<file path="src/inc/csic_pkg.sv">
// csic_pkg: shared constants of the card socket interrupt control block
package csic_pkg;
   localparam int         NUM_SOCKETS    = 2;
   localparam int         ADDR_W         = 7;
   localparam int         DATA_W         = 8;
   localparam int         SEL_W          = 4;
   localparam int         FLAG_W         = 4;
   localparam int         IRQ_LINES      = 16;
   localparam int         SYNC_STAGES    = 2;

   // register offsets within the socket window
   localparam logic [6:0] OFS_CTRL       = 7'h03;
   localparam logic [6:0] OFS_STAT       = 7'h04;
   localparam logic [6:0] SOCKET_STRIDE  = 7'h40;

   // reset values
   localparam logic [7:0] CTRL_RESET     = 8'h00;
   localparam logic [3:0] STAT_RESET     = 4'h0;
   localparam logic [7:0] RDATA_RESET    = 8'h00;
   localparam logic [7:0] UNMAPPED_READ  = 8'h00;

   // control register fields
   localparam int         CTRL_RING_BIT  = 7;
   localparam int         CTRL_RESET_BIT = 6;
   localparam int         CTRL_KIND_BIT  = 5;
   localparam int         CTRL_ROUTE_BIT = 4;
   localparam int         CTRL_SEL_LSB   = 0;

   // status-change flag positions
   localparam int         FLAG_DETECT    = 3;
   localparam int         FLAG_READY     = 2;
   localparam int         FLAG_BATLOW    = 1;
   localparam int         FLAG_BATTERY_DEAD_FLAG   = 0;
   localparam logic [3:0] FLAG_ALL       = 4'hF;
   localparam logic [3:0] FLAG_NONE      = 4'h0;

   // interrupt select codes
   localparam logic [3:0] SEL_NONE       = 4'h0;
   localparam logic [3:0] SEL_SMI        = 4'h2;

   // battery detect encodings {bvd2, bvd1}
   localparam logic [1:0] BVD_LOW        = 2'h2;
endpackage

</file>
<file path="src/inc/csic_flag_if.sv">
// csic_flag_if: carrier between control logic and one socket's flag logic
`timescale 1ns/10ps
interface csic_flag_if;
   logic [3:0] src_enable;
   logic       card_io;
   logic       ring_en;
   logic       read_clear;
   logic [3:0] write_clear;
   logic [3:0] flags;
   logic       pending;

   modport ctrl (
      output src_enable,
      output card_io,
      output ring_en,
      output read_clear,
      output write_clear,
      input  flags,
      input  pending
   );

   modport flag (
      input  src_enable,
      input  card_io,
      input  ring_en,
      input  read_clear,
      input  write_clear,
      output flags,
      output pending
   );
endinterface

</file>
<file path="src/rtl/csic_flags.sv">
// csic_flags: status-change flag bits of one socket
`timescale 1ns/10ps
module csic_flags (
   input  logic             clk_sys,
   input  logic             reset_n,
   input  logic             ce,
   input  logic [1:0]       card_detect_n,
   input  logic             card_ready,
   input  logic [1:0]       battery_detect,
   csic_flag_if.flag        fi
);
   logic [1:0] prev_cd_q;
   logic [1:0] prev_cd_d;
   logic       prev_ready_q;
   logic       prev_ready_d;
   logic       prev_low_q;
   logic       prev_low_d;
   logic       prev_dead_q;
   logic       prev_dead_d;
   logic       armed_q;
   logic       armed_d;
   logic [1:0] arm_cnt_q;
   logic [1:0] arm_cnt_d;
   logic [3:0] flags_q;
   logic [3:0] flags_d;
   logic       pending_q;
   logic       pending_d;
   logic [3:0] evt;
   logic [3:0] clr;
   logic [3:0] io_zero;
   logic       low_now;
   logic       dead_now;

   always_comb begin
      low_now   = (battery_detect == csic_pkg::BVD_LOW);
      dead_now  = ~battery_detect[0];
      evt       = csic_pkg::FLAG_NONE;
      evt[csic_pkg::FLAG_DETECT] = armed_q & (card_detect_n != prev_cd_q);
      evt[csic_pkg::FLAG_READY]  = armed_q & card_ready & ~prev_ready_q;
      evt[csic_pkg::FLAG_BATLOW] = armed_q & low_now & ~prev_low_q;
      if (fi.ring_en || fi.card_io) begin
         evt[csic_pkg::FLAG_BATTERY_DEAD_FLAG] = armed_q & ~battery_detect[0];
      end else begin
         evt[csic_pkg::FLAG_BATTERY_DEAD_FLAG] = armed_q & dead_now & ~prev_dead_q;
      end
      io_zero   = csic_pkg::FLAG_NONE;
      io_zero[csic_pkg::FLAG_READY]  = fi.card_io;
      io_zero[csic_pkg::FLAG_BATLOW] = fi.card_io;
      clr       = fi.read_clear ? csic_pkg::FLAG_ALL : fi.write_clear;
      // a new event wins over a clear in the same cycle
      flags_d   = ((flags_q & ~clr) | evt) & fi.src_enable & ~io_zero;
      pending_d = |flags_d;
      prev_cd_d    = card_detect_n;
      prev_ready_d = card_ready;
      prev_low_d   = low_now;
      prev_dead_d  = dead_now;
      // detectors wait until the synchroniser holds real pin levels
      armed_d      = armed_q | (arm_cnt_q == 2'(csic_pkg::SYNC_STAGES));
      arm_cnt_d    = armed_q ? arm_cnt_q : 2'(arm_cnt_q + 2'h1);
      if (!ce) begin
         arm_cnt_d    = arm_cnt_q;
         flags_d      = flags_q;
         pending_d    = pending_q;
         prev_cd_d    = prev_cd_q;
         prev_ready_d = prev_ready_q;
         prev_low_d   = prev_low_q;
         prev_dead_d  = prev_dead_q;
         armed_d      = armed_q;
      end
   end

   always_ff @(posedge clk_sys or negedge reset_n) begin
      if (!reset_n) begin
         prev_cd_q    <= 2'h0;
         prev_ready_q <= 1'b0;
         prev_low_q   <= 1'b0;
         prev_dead_q  <= 1'b0;
         armed_q      <= 1'b0;
         arm_cnt_q    <= 2'h0;
         flags_q      <= csic_pkg::STAT_RESET;
         pending_q    <= 1'b0;
      end else begin
         prev_cd_q    <= prev_cd_d;
         prev_ready_q <= prev_ready_d;
         prev_low_q   <= prev_low_d;
         prev_dead_q  <= prev_dead_d;
         armed_q      <= armed_d;
         arm_cnt_q    <= arm_cnt_d;
         flags_q      <= flags_d;
         pending_q    <= pending_d;
      end
   end

   assign fi.flags   = flags_q;
   assign fi.pending = pending_q;
endmodule

</file>
<file path="src/rtl/csic_sync.sv">
// csic_sync: two-stage synchroniser for pin inputs
`timescale 1ns/10ps
module csic_sync #(
   parameter int WIDTH = 1
) (
   input  logic             clk_sys,
   input  logic             reset_n,
   input  logic             ce,
   input  logic [WIDTH-1:0] async_in,
   output logic [WIDTH-1:0] sync_out
);
   logic [WIDTH-1:0] meta_q;
   logic [WIDTH-1:0] meta_d;
   logic [WIDTH-1:0] sync_q;
   logic [WIDTH-1:0] sync_d;

   always_comb begin
      meta_d = ce ? async_in : meta_q;
      sync_d = ce ? meta_q : sync_q;
   end

   always_ff @(posedge clk_sys or negedge reset_n) begin
      if (!reset_n) begin
         meta_q <= '0;
         sync_q <= '0;
      end else begin
         meta_q <= meta_d;
         sync_q <= sync_d;
      end
   end

   assign sync_out = sync_q;
endmodule

</file>
<file path="src/rtl/csic_top.sv">
// csic_top: two-socket control and status-change interrupt logic
`timescale 1ns/10ps
module csic_top #(
   parameter int NUM_SOCKETS = csic_pkg::NUM_SOCKETS,
   parameter int IRQ_LINES   = csic_pkg::IRQ_LINES
) (
   input  logic                        clk_sys,
   input  logic                        reset_n,
   input  logic                        ce,
   input  logic [6:0]                  reg_addr,
   input  logic                        reg_wr,
   input  logic                        reg_rd,
   input  logic [7:0]                  reg_wdata,
   output logic [7:0]                  reg_rdata,
   output logic                        reg_rvalid,
   input  logic [NUM_SOCKETS-1:0]      flag_clear_write_mode,
   input  logic [NUM_SOCKETS-1:0][3:0] status_change_src_enable,
   input  logic [NUM_SOCKETS-1:0][3:0] status_change_irq_select,
   input  logic [NUM_SOCKETS-1:0][1:0] card_detect_n,
   input  logic [NUM_SOCKETS-1:0]      card_ready,
   input  logic [NUM_SOCKETS-1:0]      battery_detect1_ring_pin,
   input  logic [NUM_SOCKETS-1:0]      battery_detect2,
   output logic [NUM_SOCKETS-1:0]      ring_indicate_enable,
   output logic [NUM_SOCKETS-1:0]      card_reset,
   output logic [NUM_SOCKETS-1:0]      socket_card_kind,
   output logic [NUM_SOCKETS-1:0]      pci_irq,
   output logic [IRQ_LINES-1:0]        irq_line,
   output logic                        smi_req
);
   localparam int PIN_W = 5;

   logic [NUM_SOCKETS-1:0][7:0]       ctrl_q;
   logic [NUM_SOCKETS-1:0][7:0]       ctrl_d;
   logic [NUM_SOCKETS-1:0]            card_reset_q;
   logic [NUM_SOCKETS-1:0]            card_reset_d;
   logic [NUM_SOCKETS-1:0]            pci_irq_q;
   logic [NUM_SOCKETS-1:0]            pci_irq_d;
   logic [IRQ_LINES-1:0]              irq_line_q;
   logic [IRQ_LINES-1:0]              irq_line_d;
   logic                              smi_q;
   logic                              smi_d;
   logic [7:0]                        rdata_q;
   logic [7:0]                        rdata_d;
   logic                              rvalid_q;
   logic                              rvalid_d;

   logic [NUM_SOCKETS-1:0]            hit_ctrl;
   logic [NUM_SOCKETS-1:0]            hit_stat;
   logic [NUM_SOCKETS-1:0]            read_clear;
   logic [NUM_SOCKETS-1:0][3:0]       write_clear;
   logic [NUM_SOCKETS-1:0][3:0]       flags;
   logic [NUM_SOCKETS-1:0]            pending;
   logic [NUM_SOCKETS-1:0][PIN_W-1:0] pin_raw;
   logic [NUM_SOCKETS-1:0][PIN_W-1:0] pin_sync;

   // pin synchronisers and flag logic, one per socket
   for (genvar s = 0; s < NUM_SOCKETS; s++) begin : g_sock
      csic_flag_if fi ();

      assign pin_raw[s] = {card_detect_n[s], card_ready[s],
                           battery_detect2[s], battery_detect1_ring_pin[s]};

      csic_sync #(
         .WIDTH    (PIN_W)
      ) u_sync (
         .clk_sys  (clk_sys),
         .reset_n  (reset_n),
         .ce       (ce),
         .async_in (pin_raw[s]),
         .sync_out (pin_sync[s])
      );

      assign fi.src_enable  = status_change_src_enable[s];
      assign fi.card_io     = ctrl_q[s][csic_pkg::CTRL_KIND_BIT];
      assign fi.ring_en     = ctrl_q[s][csic_pkg::CTRL_RING_BIT];
      assign fi.read_clear  = read_clear[s];
      assign fi.write_clear = write_clear[s];
      assign flags[s]       = fi.flags;
      assign pending[s]     = fi.pending;

      csic_flags u_flags (
         .clk_sys        (clk_sys),
         .reset_n        (reset_n),
         .ce             (ce),
         .card_detect_n  (pin_sync[s][4:3]),
         .card_ready     (pin_sync[s][2]),
         .battery_detect (pin_sync[s][1:0]),
         .fi             (fi.flag)
      );
   end

   // address decode per socket window
   always_comb begin
      for (int s = 0; s < NUM_SOCKETS; s++) begin
         hit_ctrl[s] = (reg_addr == 7'(csic_pkg::OFS_CTRL + s * csic_pkg::SOCKET_STRIDE));
         hit_stat[s] = (reg_addr == 7'(csic_pkg::OFS_STAT + s * csic_pkg::SOCKET_STRIDE));
         read_clear[s]  = ce & reg_rd & hit_stat[s] & ~flag_clear_write_mode[s];
         write_clear[s] = (ce & reg_wr & hit_stat[s] & flag_clear_write_mode[s]) ?
                          reg_wdata[3:0] : csic_pkg::FLAG_NONE;
      end
   end

   // register file and read port
   always_comb begin
      ctrl_d   = ctrl_q;
      rdata_d  = rdata_q;
      rvalid_d = 1'b0;
      if (reg_rd) begin
         rdata_d  = csic_pkg::UNMAPPED_READ;
         rvalid_d = 1'b1;
      end
      for (int s = 0; s < NUM_SOCKETS; s++) begin
         if (reg_wr && hit_ctrl[s]) begin
            ctrl_d[s] = reg_wdata;
         end
         if (reg_rd && hit_ctrl[s]) begin
            rdata_d = ctrl_q[s];
         end
         if (reg_rd && hit_stat[s]) begin
            rdata_d = {4'h0, flags[s]};
         end
      end
      if (!ce) begin
         ctrl_d   = ctrl_q;
         rdata_d  = rdata_q;
         rvalid_d = rvalid_q;
      end
   end

   // pin-facing control and interrupt routing
   always_comb begin
      logic [3:0] fsel;
      logic [3:0] csel;
      logic       to_pci;
      logic       func_act;
      fsel       = csic_pkg::SEL_NONE;
      csel       = csic_pkg::SEL_NONE;
      to_pci     = 1'b0;
      func_act   = 1'b0;
      irq_line_d = '0;
      smi_d      = 1'b0;
      for (int s = 0; s < NUM_SOCKETS; s++) begin
         card_reset_d[s] = ~ctrl_q[s][csic_pkg::CTRL_RESET_BIT];
         fsel     = ctrl_q[s][csic_pkg::CTRL_SEL_LSB +: csic_pkg::SEL_W];
         csel     = status_change_irq_select[s];
         to_pci   = ctrl_q[s][csic_pkg::CTRL_ROUTE_BIT] | (fsel == csic_pkg::SEL_NONE);
         pci_irq_d[s] = pending[s] & to_pci;
         // an I/O card requests its functional interrupt by pulling ready low
         func_act = ctrl_q[s][csic_pkg::CTRL_KIND_BIT] & ~pin_sync[s][2];
         if (func_act && fsel == csic_pkg::SEL_SMI) begin
            smi_d = 1'b1;
         end else if (func_act && fsel != csic_pkg::SEL_NONE) begin
            irq_line_d[fsel] = 1'b1;
         end
         if (pending[s] && !to_pci) begin
            if (csel == csic_pkg::SEL_SMI) begin
               smi_d = 1'b1;
            end else if (csel != csic_pkg::SEL_NONE) begin
               irq_line_d[csel] = 1'b1;
            end
         end
      end
      if (!ce) begin
         card_reset_d = card_reset_q;
         pci_irq_d    = pci_irq_q;
         irq_line_d   = irq_line_q;
         smi_d        = smi_q;
      end
   end

   always_ff @(posedge clk_sys or negedge reset_n) begin
      if (!reset_n) begin
         for (int s = 0; s < NUM_SOCKETS; s++) begin
            ctrl_q[s] <= csic_pkg::CTRL_RESET;
         end
         card_reset_q <= '1;
         pci_irq_q    <= '0;
         irq_line_q   <= '0;
         smi_q        <= 1'b0;
         rdata_q      <= csic_pkg::RDATA_RESET;
         rvalid_q     <= 1'b0;
      end else begin
         ctrl_q       <= ctrl_d;
         card_reset_q <= card_reset_d;
         pci_irq_q    <= pci_irq_d;
         irq_line_q   <= irq_line_d;
         smi_q        <= smi_d;
         rdata_q      <= rdata_d;
         rvalid_q     <= rvalid_d;
      end
   end

   always_comb begin
      for (int s = 0; s < NUM_SOCKETS; s++) begin
         ring_indicate_enable[s] = ctrl_q[s][csic_pkg::CTRL_RING_BIT];
         socket_card_kind[s]     = ctrl_q[s][csic_pkg::CTRL_KIND_BIT];
      end
   end

   assign card_reset = card_reset_q;
   assign pci_irq    = pci_irq_q;
   assign irq_line   = irq_line_q;
   assign smi_req    = smi_q;
   assign reg_rdata  = rdata_q;
   assign reg_rvalid = rvalid_q;
endmodule

</file>
<file path="config.mk">
export PLATFORM = sky130hd
export DESIGN_NAME = csic_top
export DESIGN_NICKNAME = d
export VERILOG_FILES = /design/src/inc/csic_pkg.sv /design/src/inc/csic_flag_if.sv /design/src/rtl/csic_flags.sv /design/src/rtl/csic_sync.sv /design/src/rtl/csic_top.sv
export SDC_FILE = /design/constraint.sdc
export NUM_CORES = 1
export LEC_CHECK = 0
export ABC_CLOCK_PERIOD_IN_PS = 1500
export BUFFER_PORTS_ARGS = -buffer_cell sky130_fd_sc_hd__buf_2
export CORE_MARGIN = 3
export CORE_UTILIZATION = 40
export DETAILED_ROUTE_END_ITERATION = 8
export PLACE_DENSITY = 0.59
export SLEW_MARGIN = 15
export SYNTH_ARGS = -nofsm -noshare
export SYNTH_HDL_FRONTEND = slang
export SYNTH_SLANG_ARGS = --single-unit
</file>
<file path="constraint.sdc">
create_clock -name clk_sys -period 1.5 [get_ports clk_sys]
set_input_delay 0 -clock clk_sys [delete_from_list [all_inputs] [get_ports clk_sys]]
set_output_delay 0 -clock clk_sys [all_outputs]
set_load 0.005 [all_outputs]
</file>
==> flow_summary.yaml <==
floorplanning:
  start_util: 0.4115
  die_area_um2: 13130
  row_count: 39
  core_um2: 11470
  die_y_um: 114.6
  io_pins: 82
  die_x_um: 114.6
hold_path:
  hp-class: "in2reg"
  hp-start: "status_change_src_enable[7]"
  min_path_cells: 3
  hold_path_end: "g_sock[1].u_flags.fi.flags[3]"
status:
  status: "finished with violations"
  violations: "negative setup slack"
synthesis:
  synth_top_area_cell: "dfrtp_1"
  syn_nets: 488
  yosys.area.top_type_share: 0.4773
  synthArstFlopShare: 1.000
  postSynthAreaPerCell_um2: 10.77
  syn-cell-area_um2: 4718
  synth.most_common_cell: "dfrtp_1"
  post_synth_inst_count: 438
  yosys-top-cells-count: "90 x dfrtp_1, 42 x mux2_2, 21 x inv_1, 21 x nand2_1, 21 x nor2_1"
  synth-seq-cells: 92
  synth_flop_cell: "dfrtp_1"
  seq_area_frac_synth: 0.4885
  yosys_warnings: 0
  netlist_top_cells_area: "dfrtp_1 48%, mux2_2 10%, a32oi_1 2.0%"
  synth.distinct_cells: 53
  synth_edf_count: 0
setup_path:
  crit_arrival_ns: 1.80
  cp_slowest_stage_delay_ns: 0.42
  critPathCaptureType: "flip-flop"
  crit_required_ns: 1.74
  cp_num_buf_inv: 2
  critical_path_class: "reg2reg"
  cp_slowest_cell: "dfrtp_1"
  cp_max_fo: 4
  ff2ff_path_depth: 6
  reg2reg_slack_ns: -0.07
  r2r_start: "ctrl_q[9]"
  rr_endpoint: "smi_req"
  start_kind: "flip-flop"
  crit_chain: "buf_6 > nor4bb_1 > buf_4 > a22oi_2 > nand2_1 > o32a_1"
  cp_top_family: "compound AO/OA/AOI/OAI gates"
routing:
  detail_route.wl_per_cell_um: 17.23
  vias_per_cell: 5.496
  vias: 3990
  routed_wl_um: 12510
  first_pass_iters: 5
  antenna_left: 0
  drt-initial-drc-count: 332
  drc: 0
cts:
  numCtsBuffers: 9
  h-tree-depth: 3
  path_clk_slew_ns: 0.06
  clock_sinks: 92
  cts-root-buf: "clkbuf_16"
  cts_tree: "built"
  cts_buffer_depth: 2
  clk_latency_ns: 0.36
sta:
  tns_ns: -0.2342
  rsz0062_at_grt: "yes"
  max_freq_ghz: 0.6380
  layout_setup_ws_ns: -0.06731
  hold_viol_final: 0
  worst_pin_slew_ns: 0.5054
  fin_skew_ns: 0.003986
  min_period_over_period: 1.045
  setup_violations: 8
  finalCriticalPeriod_ns: 1.567
  max_slew_margin: 0.6623
  fin_hold_ws_ns: 0.01537
  final_max_slew_viol_count: 0
placed_design:
  place_congestion: 0.9174
  numPortBuffers: 81
  dp_slack_ns: -0.1327
  hpwl_um: 9182
grt:
  gr-total-overflow: 0
  antenna_found_initial: 0
  first_global_vias: 4062
  grt_usage: 0.2010
  grt_max_degree: 66
  grt_pass1_wl_um: 20710
cells_and_area:
  synthToLayoutAreaGrowth_pct: 34.87
  final_util: 0.5549
  drive_gt1_frac: 0.3997
  nets: 629
  nFillCells: 1015
  num_antenna_cells: 0
power:
  power.density_nw_per_um2: 1075
  p_leak_nw: 2.898
  vdd_drop_max_uv: 1547
flow_run:
  drv_cap: 0
-- metal layers --
layer,up-vias,routed length [um],GRT usage
met2,104,6032,0.3271
li1,1923,-,-
met3,20,679,0.04915
met4,0,210,0.06492
met1,1943,5586,0.2636
met5,-,0,0
-- logic make-up (layout without fill, tap and decap cells) --
group,count (synthesis),count (layout),synth area share
mux,50,50,0.1172
fa+ha+maj,2,2,0.005303
flops,92,92,0.4885
xor+xnor,6,6,0.01114
simple gates,138,138,0.1801
compound gates,103,103,0.1554
buf+inv,47,192,0.04243
-- metrics by stage --
stage / instances / total power (W) / instance area (um2)
final: 726 / 0.006844 / 6364
after floorplan: 438 / 0.003773 / 4756
after detailed placement: 683 / 0.004334 / 5622
after global placement: 683 / 0.004287 / 5622
after CTS: 722 / 0.006872 / 6256
after global routing: 726 / 0.007185 / 6364
-- placed cells by master, fill, tap and decap left out, drive strengths merged, types with 8 or more instances in the layout --
| cell | instances |
|---|---|
| dfrtp | 90 |
| nand2 | 21 |
| nor2b | 9 |
| o21ai | 17 |
| a22oi | 9 |
| nor3 | 10 |
| a32oi | 11 |
| clkbuf | 11 |
| nand2b | 11 |
| inv | 21 |
| a31oi | 12 |
| nand3 | 14 |
| dlygate4sd3 | 21 |
| mux2i | 8 |
| nor2 | 21 |
| mux2 | 42 |
| a21oi | 14 |
| buf | 135 |
-- worst reg2reg max path: stages (launching register included) --
cell,delay (ns)
dfrtp_1,0.42
buf_6,0.15
nor4bb_1,0.13
buf_4,0.16
a22oi_2,0.16
nand2_1,0.07
o32a_1,0.35
-- flip-flops by register name, indices dropped and copies added (netlist names), 4 cells and up --
name,cells
irq_line,16
ctrl_q,12
g_sock.u_sync.meta_q,10
g_sock.u_sync.sync_out,10
g_sock.u_flags.fi.flags,8
reg_rdata,8
g_sock.u_flags.arm_cnt_q,4
g_sock.u_flags.prev_cd_q,4
-- area by class of cell --
class                   count  area (um2)  area share
multi-input cells         299        2387      0.3751
clock inverters             4       73.82     0.01160
clock buffers              11       242.7     0.03814
inverters                  21       78.83     0.01239
flip-flops and latches     92        2311      0.3632
repair buffers            156        1091      0.1715
well taps                 143       178.9     0.02812
-- power by group --
| group | switching, W | internal, W |
|---|---|---|
| Combinational | 0.000610 | 0.000700 |
| Clock | 0.000955 | 0.00150 |
| Sequential | 0.000265 | 0.00282 |
| Total | 0.00183 | 0.00501 |
-- worst max path at each step --
stage,startpoint,end,slack [ns],cells after the start
detailed placement,ctrl_q[12],irq_line[5],-0.13,4
CTS,ctrl_q[4],irq_line[4],-0.06,3
finish,ctrl_q[9],smi_req,-0.07,6
global route,ctrl_q[9],irq_line[13],-0.12,5
global placement,ctrl_q[12],irq_line[5],-0.14,4
floorplan,ctrl_q[10],irq_line[15],-0.02,5
-- what timing repair did --
action,4_1_cts,5_1_grt
endpoints found under the setup margin,14,15
endpoints found under the hold margin,119,0
hold buffers,21,0
pin swaps,21,9
buffers inserted,3,4
gates resized for setup,21,15
No activity file was read; power rests on OpenSTA's default activity.
